==> config.mk <==
export PLATFORM = sky130hd
export DESIGN_NAME = hmab_top
export DESIGN_NICKNAME = d
export VERILOG_FILES = /design/src/core/hmab_pkg.sv /design/src/core/hmab_hyst.sv /design/src/core/hmab_top.sv
export SDC_FILE = /design/constraint.sdc
export NUM_CORES = 1
export LEC_CHECK = 0
export ABC_CLOCK_PERIOD_IN_PS = 3700
export BUFFER_PORTS_ARGS = -buffer_cell sky130_fd_sc_hd__buf_4
export CAP_MARGIN = 15
export CORE_AREA = 2 2 139 141
export CTS_CLUSTER_DIAMETER = 50
export CTS_CLUSTER_SIZE = 14
export DETAILED_ROUTE_END_ITERATION = 10
export DIE_AREA = 0 0 141 143
export HOLD_SLACK_MARGIN = 0.08
export SLEW_MARGIN = 20
export SYNTH_ARGS = -nofsm -noshare
export SYNTH_HDL_FRONTEND = slang
export SYNTH_SLANG_ARGS = --single-unit
export TNS_END_PERCENT = 10
==> constraint.sdc <==
create_clock -name clk -period 3.7 [get_ports clk]
set_clock_uncertainty 0.2 [all_clocks]
set_input_delay 0.74 -clock clk [delete_from_list [all_inputs] [get_ports clk]]
set_output_delay 0.74 -clock clk [all_outputs]
set_load 0.005 [all_outputs]
==> src/core/hmab_pkg.sv <==
// Package of register offsets, banks, field positions and reset values for the monitor bank.
package hmab_pkg;
  localparam logic [2:0] BANK_AUX    = 3'h2;
  localparam logic [2:0] BANK_STATUS = 3'h4;
  localparam logic [6:0] OFS_AUX_READ_HIGH = 7'h50;
  localparam logic [6:0] OFS_AUX_READ_LOW  = 7'h51;
  localparam logic [6:0] OFS_AUX_CONFIG    = 7'h52;
  localparam logic [6:0] OFS_AUX_HYST_HIGH = 7'h53;
  localparam logic [6:0] OFS_AUX_HYST_LOW  = 7'h54;
  localparam logic [6:0] OFS_AUX_OVT_HIGH  = 7'h55;
  localparam logic [6:0] OFS_AUX_OVT_LOW   = 7'h56;
  localparam logic [6:0] OFS_ALARM_STATUS  = 7'h50;
  localparam logic [6:0] OFS_MGMT_MASK     = 7'h51;
  localparam logic [6:0] OFS_BEEP_CTRL     = 7'h53;
  localparam logic [6:0] OFS_SYS_OFFSET    = 7'h54;
  localparam logic [6:0] OFS_CPU_OFFSET    = 7'h55;
  localparam logic [6:0] OFS_AUX_OFFSET    = 7'h56;
  localparam logic [6:0] OFS_LIVE_FIRST    = 7'h59;
  localparam logic [6:0] OFS_LIVE_SECOND   = 7'h5A;
  localparam logic [6:0] OFS_LIVE_THIRD    = 7'h5B;
  localparam logic [7:0] RST_AUX_CONFIG    = 8'h00;
  localparam logic [7:0] RST_AUX_HYST_HIGH = 8'h4B;
  localparam logic [7:0] RST_AUX_OVT_HIGH  = 8'h50;
  localparam logic [7:0] RST_MASK          = 8'h13;
  localparam logic [7:0] RST_ZERO          = 8'h00;
  localparam logic [7:0] CFG_WR_MASK       = 8'h1B;
  localparam logic [7:0] HALF_BIT_MASK     = 8'h80;
  localparam logic [7:0] MASK_WR_MASK      = 8'h13;
  localparam logic [7:0] BEEP_WR_MASK      = 8'h23;
  localparam logic [7:0] ALARM_USED_MASK   = 8'h37;
  localparam int CFG_STOP_BIT   = 0;
  localparam int CFG_MODE_BIT   = 1;
  localparam int CFG_FAULT_LSB  = 3;
  localparam int BEEP_STBY_BIT  = 0;
  localparam int BEEP_BAT_BIT   = 1;
  localparam int BEEP_USER_BIT  = 5;
endpackage : hmab_pkg

==> src/core/hmab_hyst.sv <==
// Hysteresis comparator that sets above a high threshold and clears below a low one.
`timescale 1ns/100ps
`default_nettype none
module hmab_hyst (
  // Clock and reset.
  input  wire logic       clk,
  input  wire logic       sys_rst,
  // Value and thresholds.
  input  wire logic [8:0] value,
  input  wire logic [8:0] over_limit,
  input  wire logic [8:0] hyst_limit,
  // Status.
  output logic            over
);
  always_ff @(posedge clk) begin
    if (sys_rst) begin
      over <= 1'b0;
    end else if (value > over_limit) begin
      over <= 1'b1;
    end else if (value < hyst_limit) begin
      over <= 1'b0;
    end
  end
endmodule // hmab_hyst
`default_nettype wire

==> src/core/hmab_top.sv <==
// Alarm, status, threshold and offset register bank of the hardware monitor.
//
// Local design decision: the strobed register port.
`timescale 1ns/100ps
`default_nettype none
module hmab_top (
  // Clock and reset.
  input  wire logic       clk,
  input  wire logic       sys_rst,
  // Register port.
  input  wire logic [2:0] reg_bank,
  input  wire logic [6:0] reg_addr,
  input  wire logic [7:0] reg_wdata,
  input  wire logic       reg_wr,
  input  wire logic       reg_rd,
  output logic      [7:0] reg_rdata,
  // Temperature samples and limits, nine bits in half degrees, and the aux sample strobe.
  input  wire logic [8:0] aux_temp_input,
  input  wire logic [8:0] cpu_temp_input,
  input  wire logic [8:0] sys_temp_input,
  input  wire logic [8:0] cpu_over_limit,
  input  wire logic [8:0] cpu_hyst_limit,
  input  wire logic [8:0] sys_over_limit,
  input  wire logic [8:0] sys_hyst_limit,
  input  wire logic       aux_temp_sample,
  // Fan count violations.
  input  wire logic       cpu_fan_tach_first,
  input  wire logic       cpu_fan_tach_second,
  input  wire logic       sys_fan_tach,
  input  wire logic       aux_fan_tach_first,
  input  wire logic       aux_fan_tach_second,
  // Fan full-speed warnings.
  input  wire logic       warn_cpu_fan_first,
  input  wire logic       warn_sys_fan,
  input  wire logic       warn_cpu_fan_second,
  input  wire logic       warn_aux_fan,
  // Voltage range violations.
  input  wire logic       main_3v3_rail,
  input  wire logic       analog_supply,
  input  wire logic       voltage_input_first,
  input  wire logic       core_voltage,
  input  wire logic       voltage_input_second,
  input  wire logic       voltage_input_third,
  input  wire logic       voltage_input_fourth,
  input  wire logic       battery_voltage,
  input  wire logic       standby_rail,
  // Chassis intrusion event.
  input  wire logic       case_open,
  // Outputs.
  output logic            overtemp_output_n,
  output logic            mgmt_interrupt_n,
  output logic            beeper
);
  logic [7:0] aux_config_reg;
  logic [7:0] aux_hyst_high_reg;
  logic [7:0] aux_hyst_low_reg;
  logic [7:0] aux_ovt_high_reg;
  logic [7:0] aux_ovt_low_reg;
  logic [7:0] mask_reg;
  logic [7:0] beep_reg;
  logic [7:0] sys_offset_reg;
  logic [7:0] cpu_offset_reg;
  logic [7:0] aux_offset_reg;
  logic [7:0] alarm_reg;
  logic [7:0] alarm_next;
  logic [8:0] aux_read_reg;
  logic [1:0] fault_cnt_reg;
  logic       aux_over_reg;
  logic       case_latch_reg;
  logic       cpu_over;
  logic       sys_over;
  logic       aux_over;
  logic [8:0] aux_hyst;
  logic [8:0] aux_ovt;
  logic [8:0] aux_sum;
  logic [7:0] live_first;
  logic [7:0] live_second;
  logic [7:0] live_third;
  logic [7:0] rd_next;
  logic       wr_aux;
  logic       wr_stat;
  logic       ovt_rd_clr;
  logic       aux_sampling;

  assign wr_aux  = reg_wr && (reg_bank == hmab_pkg::BANK_AUX);
  assign wr_stat = reg_wr && (reg_bank == hmab_pkg::BANK_STATUS);
  assign ovt_rd_clr   = aux_config_reg[hmab_pkg::CFG_MODE_BIT] && reg_rd &&
                        (reg_bank == hmab_pkg::BANK_AUX) &&
                        (reg_addr == hmab_pkg::OFS_AUX_READ_HIGH);
  assign aux_sampling = aux_temp_sample && !aux_config_reg[hmab_pkg::CFG_STOP_BIT];
  assign aux_hyst = {aux_hyst_high_reg, aux_hyst_low_reg[7]};
  assign aux_ovt  = {aux_ovt_high_reg, aux_ovt_low_reg[7]};
  assign aux_sum  = aux_temp_input + {1'b0, aux_offset_reg};

  // Writable registers; reserved bits are forced to zero.
  always_ff @(posedge clk) begin
    if (sys_rst) begin
      aux_config_reg    <= hmab_pkg::RST_AUX_CONFIG;
      aux_hyst_high_reg <= hmab_pkg::RST_AUX_HYST_HIGH;
      aux_hyst_low_reg  <= hmab_pkg::RST_ZERO;
      aux_ovt_high_reg  <= hmab_pkg::RST_AUX_OVT_HIGH;
      aux_ovt_low_reg   <= hmab_pkg::RST_ZERO;
      mask_reg          <= hmab_pkg::RST_MASK;
      beep_reg          <= hmab_pkg::RST_ZERO;
      sys_offset_reg    <= hmab_pkg::RST_ZERO;
      cpu_offset_reg    <= hmab_pkg::RST_ZERO;
      aux_offset_reg    <= hmab_pkg::RST_ZERO;
    end else begin
      if (wr_aux) begin
        unique case (reg_addr)
          hmab_pkg::OFS_AUX_CONFIG: aux_config_reg <= reg_wdata & hmab_pkg::CFG_WR_MASK;
          hmab_pkg::OFS_AUX_HYST_HIGH: aux_hyst_high_reg <= reg_wdata;
          hmab_pkg::OFS_AUX_HYST_LOW: aux_hyst_low_reg <= reg_wdata & hmab_pkg::HALF_BIT_MASK;
          hmab_pkg::OFS_AUX_OVT_HIGH: aux_ovt_high_reg <= reg_wdata;
          hmab_pkg::OFS_AUX_OVT_LOW: aux_ovt_low_reg <= reg_wdata & hmab_pkg::HALF_BIT_MASK;
          default: ;
        endcase
      end
      if (wr_stat) begin
        unique case (reg_addr)
          hmab_pkg::OFS_MGMT_MASK: mask_reg <= reg_wdata & hmab_pkg::MASK_WR_MASK;
          hmab_pkg::OFS_BEEP_CTRL: beep_reg <= reg_wdata & hmab_pkg::BEEP_WR_MASK;
          hmab_pkg::OFS_SYS_OFFSET: sys_offset_reg <= reg_wdata;
          hmab_pkg::OFS_CPU_OFFSET: cpu_offset_reg <= reg_wdata;
          hmab_pkg::OFS_AUX_OFFSET: aux_offset_reg <= reg_wdata;
          default: ;
        endcase
      end
    end
  end

  // Aux reading is captured only while monitoring is enabled.
  always_ff @(posedge clk) begin
    if (sys_rst) begin
      aux_read_reg <= 9'h000;
    end else if (aux_temp_sample && !aux_config_reg[hmab_pkg::CFG_STOP_BIT]) begin
      aux_read_reg <= aux_sum;
    end
  end

  // Fault counter and over-temperature output; a tripping sample wins over a read clear.
  always_ff @(posedge clk) begin
    if (sys_rst) begin
      fault_cnt_reg <= 2'h0;
      aux_over_reg  <= 1'b0;
    end else begin
      if (ovt_rd_clr) begin
        aux_over_reg <= 1'b0;
      end
      if (aux_sampling) begin
        if (aux_sum > aux_ovt) begin
          if (fault_cnt_reg == aux_config_reg[hmab_pkg::CFG_FAULT_LSB +: 2]) begin
            aux_over_reg <= 1'b1;
          end else begin
            fault_cnt_reg <= fault_cnt_reg + 2'h1;
          end
        end else begin
          fault_cnt_reg <= 2'h0;
          if (!aux_config_reg[hmab_pkg::CFG_MODE_BIT] && aux_sum < aux_hyst) begin
            aux_over_reg <= 1'b0;
          end
        end
      end
    end
  end

  always_ff @(posedge clk) begin
    if (sys_rst) begin
      overtemp_output_n <= 1'b1;
    end else begin
      overtemp_output_n <= !aux_over_reg;
    end
  end

  hmab_hyst u_cpu_hyst (
    .clk        (clk),
    .sys_rst    (sys_rst),
    .value      (cpu_temp_input + {1'b0, cpu_offset_reg}),
    .over_limit (cpu_over_limit),
    .hyst_limit (cpu_hyst_limit),
    .over       (cpu_over)
  );
  hmab_hyst u_sys_hyst (
    .clk        (clk),
    .sys_rst    (sys_rst),
    .value      (sys_temp_input + {1'b0, sys_offset_reg}),
    .over_limit (sys_over_limit),
    .hyst_limit (sys_hyst_limit),
    .over       (sys_over)
  );
  hmab_hyst u_aux_hyst (
    .clk        (clk),
    .sys_rst    (sys_rst),
    .value      (aux_read_reg),
    .over_limit (aux_ovt),
    .hyst_limit (aux_hyst),
    .over       (aux_over)
  );

  // Sticky alarm bits; a new event wins over a read clear.
  always_comb begin
    alarm_next = alarm_reg;
    if (reg_rd && reg_bank == hmab_pkg::BANK_STATUS && reg_addr == hmab_pkg::OFS_ALARM_STATUS) begin
      alarm_next = 8'h00;
    end
    alarm_next[5] = alarm_next[5] | aux_fan_tach_second;
    alarm_next[4] = alarm_next[4] | cpu_fan_tach_second;
    alarm_next[2] = alarm_next[2] | warn_aux_fan;
    alarm_next[1] = alarm_next[1] | battery_voltage;
    alarm_next[0] = alarm_next[0] | standby_rail;
  end

  always_ff @(posedge clk) begin
    if (sys_rst) begin
      alarm_reg <= 8'h00;
    end else begin
      alarm_reg <= alarm_next & hmab_pkg::ALARM_USED_MASK;
    end
  end

  always_ff @(posedge clk) begin
    if (sys_rst) begin
      mgmt_interrupt_n <= 1'b1;
    end else begin
      mgmt_interrupt_n <= ~|(alarm_reg & ~mask_reg);
    end
  end

  always_ff @(posedge clk) begin
    if (sys_rst) begin
      beeper <= 1'b0;
    end else begin
      beeper <= beep_reg[hmab_pkg::BEEP_USER_BIT] |
                (beep_reg[hmab_pkg::BEEP_BAT_BIT] & battery_voltage) |
                (beep_reg[hmab_pkg::BEEP_STBY_BIT] & standby_rail);
    end
  end

  always_ff @(posedge clk) begin
    if (sys_rst) begin
      case_latch_reg <= 1'b0;
    end else if (case_open) begin
      case_latch_reg <= 1'b1;
    end
  end

  assign live_first  = {cpu_fan_tach_first, sys_fan_tach, cpu_over, sys_over,
                        main_3v3_rail, analog_supply, voltage_input_first, core_voltage};
  assign live_second = {warn_cpu_fan_first, warn_sys_fan, aux_over, case_latch_reg,
                        aux_fan_tach_first, cpu_fan_tach_second, warn_cpu_fan_second,
                        voltage_input_second};
  assign live_third  = {aux_fan_tach_second, 1'b0, voltage_input_third, voltage_input_fourth,
                        1'b0, warn_aux_fan, battery_voltage, standby_rail};

  // Read mux; unmapped offsets read zero.
  always_comb begin
    rd_next = 8'h00;
    if (reg_bank == hmab_pkg::BANK_AUX) begin
      unique case (reg_addr)
        hmab_pkg::OFS_AUX_READ_HIGH: rd_next = aux_read_reg[8:1];
        hmab_pkg::OFS_AUX_READ_LOW: rd_next = {aux_read_reg[0], 7'h00};
        hmab_pkg::OFS_AUX_CONFIG: rd_next = aux_config_reg;
        hmab_pkg::OFS_AUX_HYST_HIGH: rd_next = aux_hyst_high_reg;
        hmab_pkg::OFS_AUX_HYST_LOW: rd_next = aux_hyst_low_reg;
        hmab_pkg::OFS_AUX_OVT_HIGH: rd_next = aux_ovt_high_reg;
        hmab_pkg::OFS_AUX_OVT_LOW: rd_next = aux_ovt_low_reg;
        default: rd_next = 8'h00;
      endcase
    end else if (reg_bank == hmab_pkg::BANK_STATUS) begin
      unique case (reg_addr)
        hmab_pkg::OFS_ALARM_STATUS: rd_next = alarm_reg;
        hmab_pkg::OFS_MGMT_MASK: rd_next = mask_reg;
        hmab_pkg::OFS_BEEP_CTRL: rd_next = beep_reg;
        hmab_pkg::OFS_SYS_OFFSET: rd_next = sys_offset_reg;
        hmab_pkg::OFS_CPU_OFFSET: rd_next = cpu_offset_reg;
        hmab_pkg::OFS_AUX_OFFSET: rd_next = aux_offset_reg;
        hmab_pkg::OFS_LIVE_FIRST: rd_next = live_first;
        hmab_pkg::OFS_LIVE_SECOND: rd_next = live_second;
        hmab_pkg::OFS_LIVE_THIRD: rd_next = live_third;
        default: rd_next = 8'h00;
      endcase
    end
  end

  always_ff @(posedge clk) begin
    if (sys_rst) begin
      reg_rdata <= 8'h00;
    end else if (reg_rd) begin
      reg_rdata <= rd_next;
    end else begin
      reg_rdata <= 8'h00;
    end
  end

  a_mask_gates_irq: assert property (@(posedge clk) disable iff (sys_rst)
    ((alarm_reg & ~mask_reg) == 8'h00) |=> mgmt_interrupt_n)
    else $error("management interrupt asserted with all alarms masked");
  a_alarm_sticky: assert property (@(posedge clk) disable iff (sys_rst)
    standby_rail |=> alarm_reg[0])
    else $error("standby alarm not latched");
  a_fan_alarm_set: assert property (@(posedge clk) disable iff (sys_rst)
    aux_fan_tach_second |=> alarm_reg[5])
    else $error("second aux fan alarm not latched");
  a_user_beep: assert property (@(posedge clk) disable iff (sys_rst)
    beep_reg[hmab_pkg::BEEP_USER_BIT] |=> beeper)
    else $error("user beep not driven");
  a_beep_quiet: assert property (@(posedge clk) disable iff (sys_rst)
    (beep_reg == 8'h00) |=> !beeper)
    else $error("beeper active while disabled");
  a_stop_holds: assert property (@(posedge clk) disable iff (sys_rst)
    aux_config_reg[hmab_pkg::CFG_STOP_BIT] |=> $stable(aux_read_reg))
    else $error("aux reading changed while stopped");
  a_ovt_follows: assert property (@(posedge clk) disable iff (sys_rst)
    aux_over_reg |=> !overtemp_output_n)
    else $error("overtemp output not asserted");
  a_case_latched: assert property (@(posedge clk) disable iff (sys_rst)
    case_open |=> case_latch_reg [*2])
    else $error("case open not latched");
  a_ro_ignored: assert property (@(posedge clk) disable iff (sys_rst)
    (wr_stat && reg_addr == hmab_pkg::OFS_LIVE_FIRST) |=> $stable(mask_reg))
    else $error("write to read-only register changed state");
  a_ovt_read_clear: assert property (@(posedge clk) disable iff (sys_rst)
    (ovt_rd_clr && !aux_sampling) |=> !aux_over_reg)
    else $error("over-temperature not cleared by reading");
  a_cmp_clear: assert property (@(posedge clk) disable iff (sys_rst)
    (aux_sampling && !aux_config_reg[hmab_pkg::CFG_MODE_BIT] && aux_sum < aux_hyst &&
     aux_sum <= aux_ovt) |=> !aux_over_reg)
    else $error("over-temperature not released below hysteresis");
  a_low_reserved: assert property (@(posedge clk) disable iff (sys_rst)
    (reg_rd && reg_bank == hmab_pkg::BANK_AUX && reg_addr == hmab_pkg::OFS_AUX_READ_LOW) |=>
    (reg_rdata[6:0] == 7'h00))
    else $error("reserved reading bits not zero");
endmodule // hmab_top
`default_nettype wire

After elaboration in Yosys (flattened, before gate mapping)
Index checks and enable logic that the tools add are counted.
- multiplexer cells: 18
- equal/unequal tests: 14
- order comparisons: 8
- reductions and logical operators: 29
- bitwise logic cells: 12
- add/sub/neg operators: 4
- operator list (cell ; count):
    $pmux 8 s9 ; 1
    $eq 7x7->1 const B ; 10
    $pmux 8 s7 ; 1
    $gt 9x9->1 ; 4
    $lt 9x9->1 ; 4
    $add 9x8->9 ; 3
    $reduce_and 2->1 ; 11
    $mux 8 ; 2
    $mux 1 ; 11
    $logic_and 1x1->1 ; 9
    $and 6x8->8 ; 1
    $not 5->8 ; 1
    $reduce_or 8->1 ; 1
    $or 1x1->1 ; 7
    $mux 6 ; 1
    $reduce_bool 2->1 ; 3
    $logic_not 1->1 ; 4
    $mux 2 ; 2
    $eq 3x2->1 const B ; 1
    $eq 3x3->1 const B ; 1
    $add 2x1->2 const B ; 1
    $and 1x1->1 ; 2
    $eq 2x2->1 ; 1
    $ne 2x2->1 const B ; 1
    other kinds (2) ; 2
- word-level logic and storage cells: 107
- register bits after elaboration: 84
- input bits: 105
- output and inout port bits: 11

Longest topological paths before layout
- word-level depth: 7
- mapped depth: 16
- mapped depth without buffers: 16

Modules after synthesis
A second synthesis with hierarchy kept.
- cells, all modules: 841
- area total of the unflattened synthesis: 6580.1 µm²
- modules (own cells, without submodules) (module ; area each (µm²) ; cells an instance ; seq. area each (µm²) ; instances):
    hmab_top ; 5202.5 ; 652 ; 1621.6 ; 1
    hmab_hyst ; 459.2 ; 63 ; 20.0 ; 3

Worst setup path after synthesis
Ideal clock, no wire load.
- kind: input -> register
- start: input port aux_temp_input[0]
- end: register fault_cnt_reg[1]
- path slack: 0.250 ns
- required time: 3.381 ns
- buffers on the path: 0
- cell stages on the path: 15
- setup time: 0.119 ns
- arrival time: 3.131 ns
- path through: ha_1 inv_1 fa_1 nor2b_1 o21ai_1 a21oi_1 nor2_1 xnor2_1 ha_1 a211oi_1 nor2_1 a2111oi_0 a21oi_1 a32oi_1 nand2_1
- longest elaborated chain between the ends: 4
- elaborated cells between the ends (all ways): 5
- classes of those cells: add/sub: 1; order compare: 1; eq/ne: 1; mux: 1; reduce/logical: 1
- ends and longest elaborated chain (item ; RTL line ; source):
    start, declared ; hmab_top.sv:18 ; input wire logic [8:0] aux_temp_input,
    $add 9x8->9 (*) ; hmab_top.sv:93 ; assign aux_sum = aux_temp_input + {1'b0, aux_offset_reg};
    named net aux_sum[6] ; hmab_top.sv:75 ; logic [8:0] aux_sum;
    $gt 9x9->1 (*) ; hmab_top.sv:151 ; if (aux_sum > aux_ovt) begin
    $ne 2x2->1 (no line) ; n/a ;
    $reduce_and 2->1 (no line) ; n/a ;
    end signal, assigned ; hmab_top.sv:155 ; fault_cnt_reg <= fault_cnt_reg + 2'h1;
    end, declared ; hmab_top.sv:67 ; logic [1:0] fault_cnt_reg;
The timed path passes the listed nets; every way through them passes the cells marked *.
A chain may end at the register's enable or synchronous reset.

Final worst setup path
Ends and elaborated chain as after synthesis.

==> flow_summary.toml <==
[clock_network]
htreeDepth = 3
clk_pin_slew_ns = 0.07
cts_tree = "done"
clockBufferDepth = 2
clock_latency_ns = 0.36
numCtsBuffers = 9
root_buffer = "clkbuf_16"
cts.sinks = 84
cts_setup_buffers = 0

[cells_and_area]
drive_above_1_share = 0.1784
area_growth_syn_to_layout_pct = 23.04
final_common_cell = "buf_4"
largest_reg_flops = 9
final_net_count = 1092
n_antenna_cell = 0
mostFrequentLayoutCells = "buf_4, nor2_1, ha_1"
final_area_um2 = 7905
final_util = 0.4255

[sta]
slew_headroom = 0.3834
fmax_ghz = 0.2932
drv_slew = 0
setup-violations-final = 0
min_period_ns = 3.411
rsz0062_at_grt = "no"
worstMarginPinSlew_ns = 0.9231
hold_violations = 0
setup_ws_ns = 0.2893
fin_crit_sh = 0.9218

[synthesis]
syn_inst = 780
synth-simple-area-share = 0.1751
yosysWarnings = 0
synth_xor_area_frac = 0.02863
synth_compound_area_frac = 0.1811
synthFlopType = "dfxtp_1"
ys_types = 61
synth_mux_area_frac = 0.1020
avgSynthCellArea_um2 = 8.237
ys_ff_latch = 84
async_flop_share = 0
synthAdderAreaFrac = 0.1885
yosysSeqAreaShare = 0.2617
netlist_area_um2 = 6425
synth_edf_count = 0
synth_top_family_by_area = "adder cells"
syn_nets = 980

[placed_design]
placed_area_um2 = 7575
dp_slack_ns = -0.1982
io_buffer_count = 115
gp_congestion = 0.9005
hpwl_mm = 14.98

[power_and_ir_drop]
power_density_nw_per_um2 = 290.6
switching_share = 0.2811
irDropWorstVdd_mv = 0.1468
clock_power_share = 0.421
intPower_w = 0.001651
combinationalPowerShare = 0.170
power.switching_w = 0.0006458
seqPwrFrac = 0.408
p_leak_nw = 3.718

[floorplan]
dieArea_um2 = 20160
rows = 50
die_h_um = 143
core_um2 = 18580
io_pins = 116
die-width_um = 141
initial_core_util = 0.3458

[worst_setup_path]
worst-endpoint-required_ns = 3.75
startpoint_type = "input port"
path_buf_inv = 2
cp_max_fo = 4
critPathTopFamily = "compound AO/OA/AOI/OAI gates"
r2r_slack_ns = 0.34
cpPeakStageDelay_ns = 0.38
path_class = "input port to flip-flop"
worst-endpoint-arrival_ns = 3.46
crit_slowest_cell = "fa_1"
critical_path.cell_chain = "buf_4, ha_1, inv_1, fa_1, nor2b_1, o21ai_1, a21oi_2, nor2_1, xnor2_1, ha_1, a211oi_1, nor2_1, a2111oi_1, a21oi_1, a32oi_1, nand2_1"
crit_path_end_kind = "flip-flop"

[route]
vias = 5984
post_drt_wl_per_cell_um = 16.69
drt-initial-drc-count = 370
dr.pass1.iters = 5
drc = 0
ant_nets = 0
vias_per_cell = 5.291
drt-total-wl_mm = 18.87

[global_routing]
antenna_found_initial = 0
grt_pass1_wl_mm = 30.24
grt_pass1_vias = 5741
grt.overflow.total = 0
grt_max_degree = 66
grt_use_total = 0.1903

[hold_path]
min_path_type = "flip-flop to flip-flop"

[status]
outcome = "complete, no violations"

[run]
drv_cap = 0
-- layout make-up --
type                    instances  area (um^2)
inverters                      74        277.8
multi-input cells             592         4353
clock buffers                   9        225.2
repair buffers                131        983.4
fillers                      1853        10680
flip-flops and latches         84         1682
clock inverters                 7        91.34
well taps                     234        292.8
-- layer usage --
metal,up-vias,track usage,share of wire
li1,3036,-,-
met3,27,0.03521,0.067
met1,2740,0.2674,0.49
met5,-,0,0
met2,181,0.2932,0.42
met4,0,0.06474,0.024
-- repair_timing --
action                                  4_1_cts  5_1_grt
gates resized for setup                       0        5
hold buffers                                  0        0
endpoints found under the setup margin        0        4
-- Yosys cell counts, drive strengths merged, types with 7 or more instances --
| cell type | n | share of area |
|---|---|---|
| inv | 74 | 0.043 |
| nand2 | 53 | 0.031 |
| ha | 92 | 0.18 |
| nand3 | 17 | 0.014 |
| a21oi | 43 | 0.033 |
| a22oi | 10 | 0.012 |
| o21a | 8 | 0.0093 |
| o21ai | 32 | 0.025 |
| mux2i | 61 | 0.095 |
| xnor2 | 16 | 0.022 |
| a21o | 7 | 0.0082 |
| clkbuf | 19 | 0.011 |
| o22ai | 10 | 0.0097 |
| nor2b | 13 | 0.013 |
| dfxtp | 84 | 0.26 |
| nor2 | 96 | 0.056 |
| o211ai | 8 | 0.0093 |
| nand4 | 8 | 0.0078 |
| buf | 11 | 0.0086 |
| nor3 | 19 | 0.017 |
-- final timing paths --
path | to | from | depth (start not counted)
worst max-delay path | fault_cnt_reg[1] | aux_temp_input[0] | 16
worst min-delay path | overtemp_output_n | aux_over_reg | 1
worst max register to register | fault_cnt_reg[1] | aux_offset_reg[0] | 15
worst min register to register | overtemp_output_n | aux_over_reg | 1
-- power groups by stage --
stage	registers (W)	logic, W	clock network, W
3_3_place_gp	0.000959	0.000385	0
5_1_grt	0.000940	0.000439	0.00101
3_5_place_dp	0.000959	0.000388	0
2_1_floorplan	0.000950	0.000219	0
6_report	0.000938	0.000391	0.000968
4_1_cts	0.000938	0.000391	0.000978
-- metrics by stage --
stage               hold slack [ns]  power [W]  TNS, ns  std cells
finish                       0.1984   0.002297        0       1131
global route                 0.2147   0.002387        0       1131
CTS                          0.2014   0.002306        0       1131
detailed placement           0.1866   0.001347  -0.6267       1115
global placement             0.2026   0.001343  -0.1894       1115
floorplan                    0.1545   0.001169        0        780
-- logic make-up after synthesis --
group,after synthesis
AOI/OAI and AO/OA,174
adders and majority gates,95
and+or+nand+nor,237
xor gates and xnor gates,21
buffers and inverters,104
muxes,65
DFF,84
No activity file was read; power rests on OpenSTA's default activity.
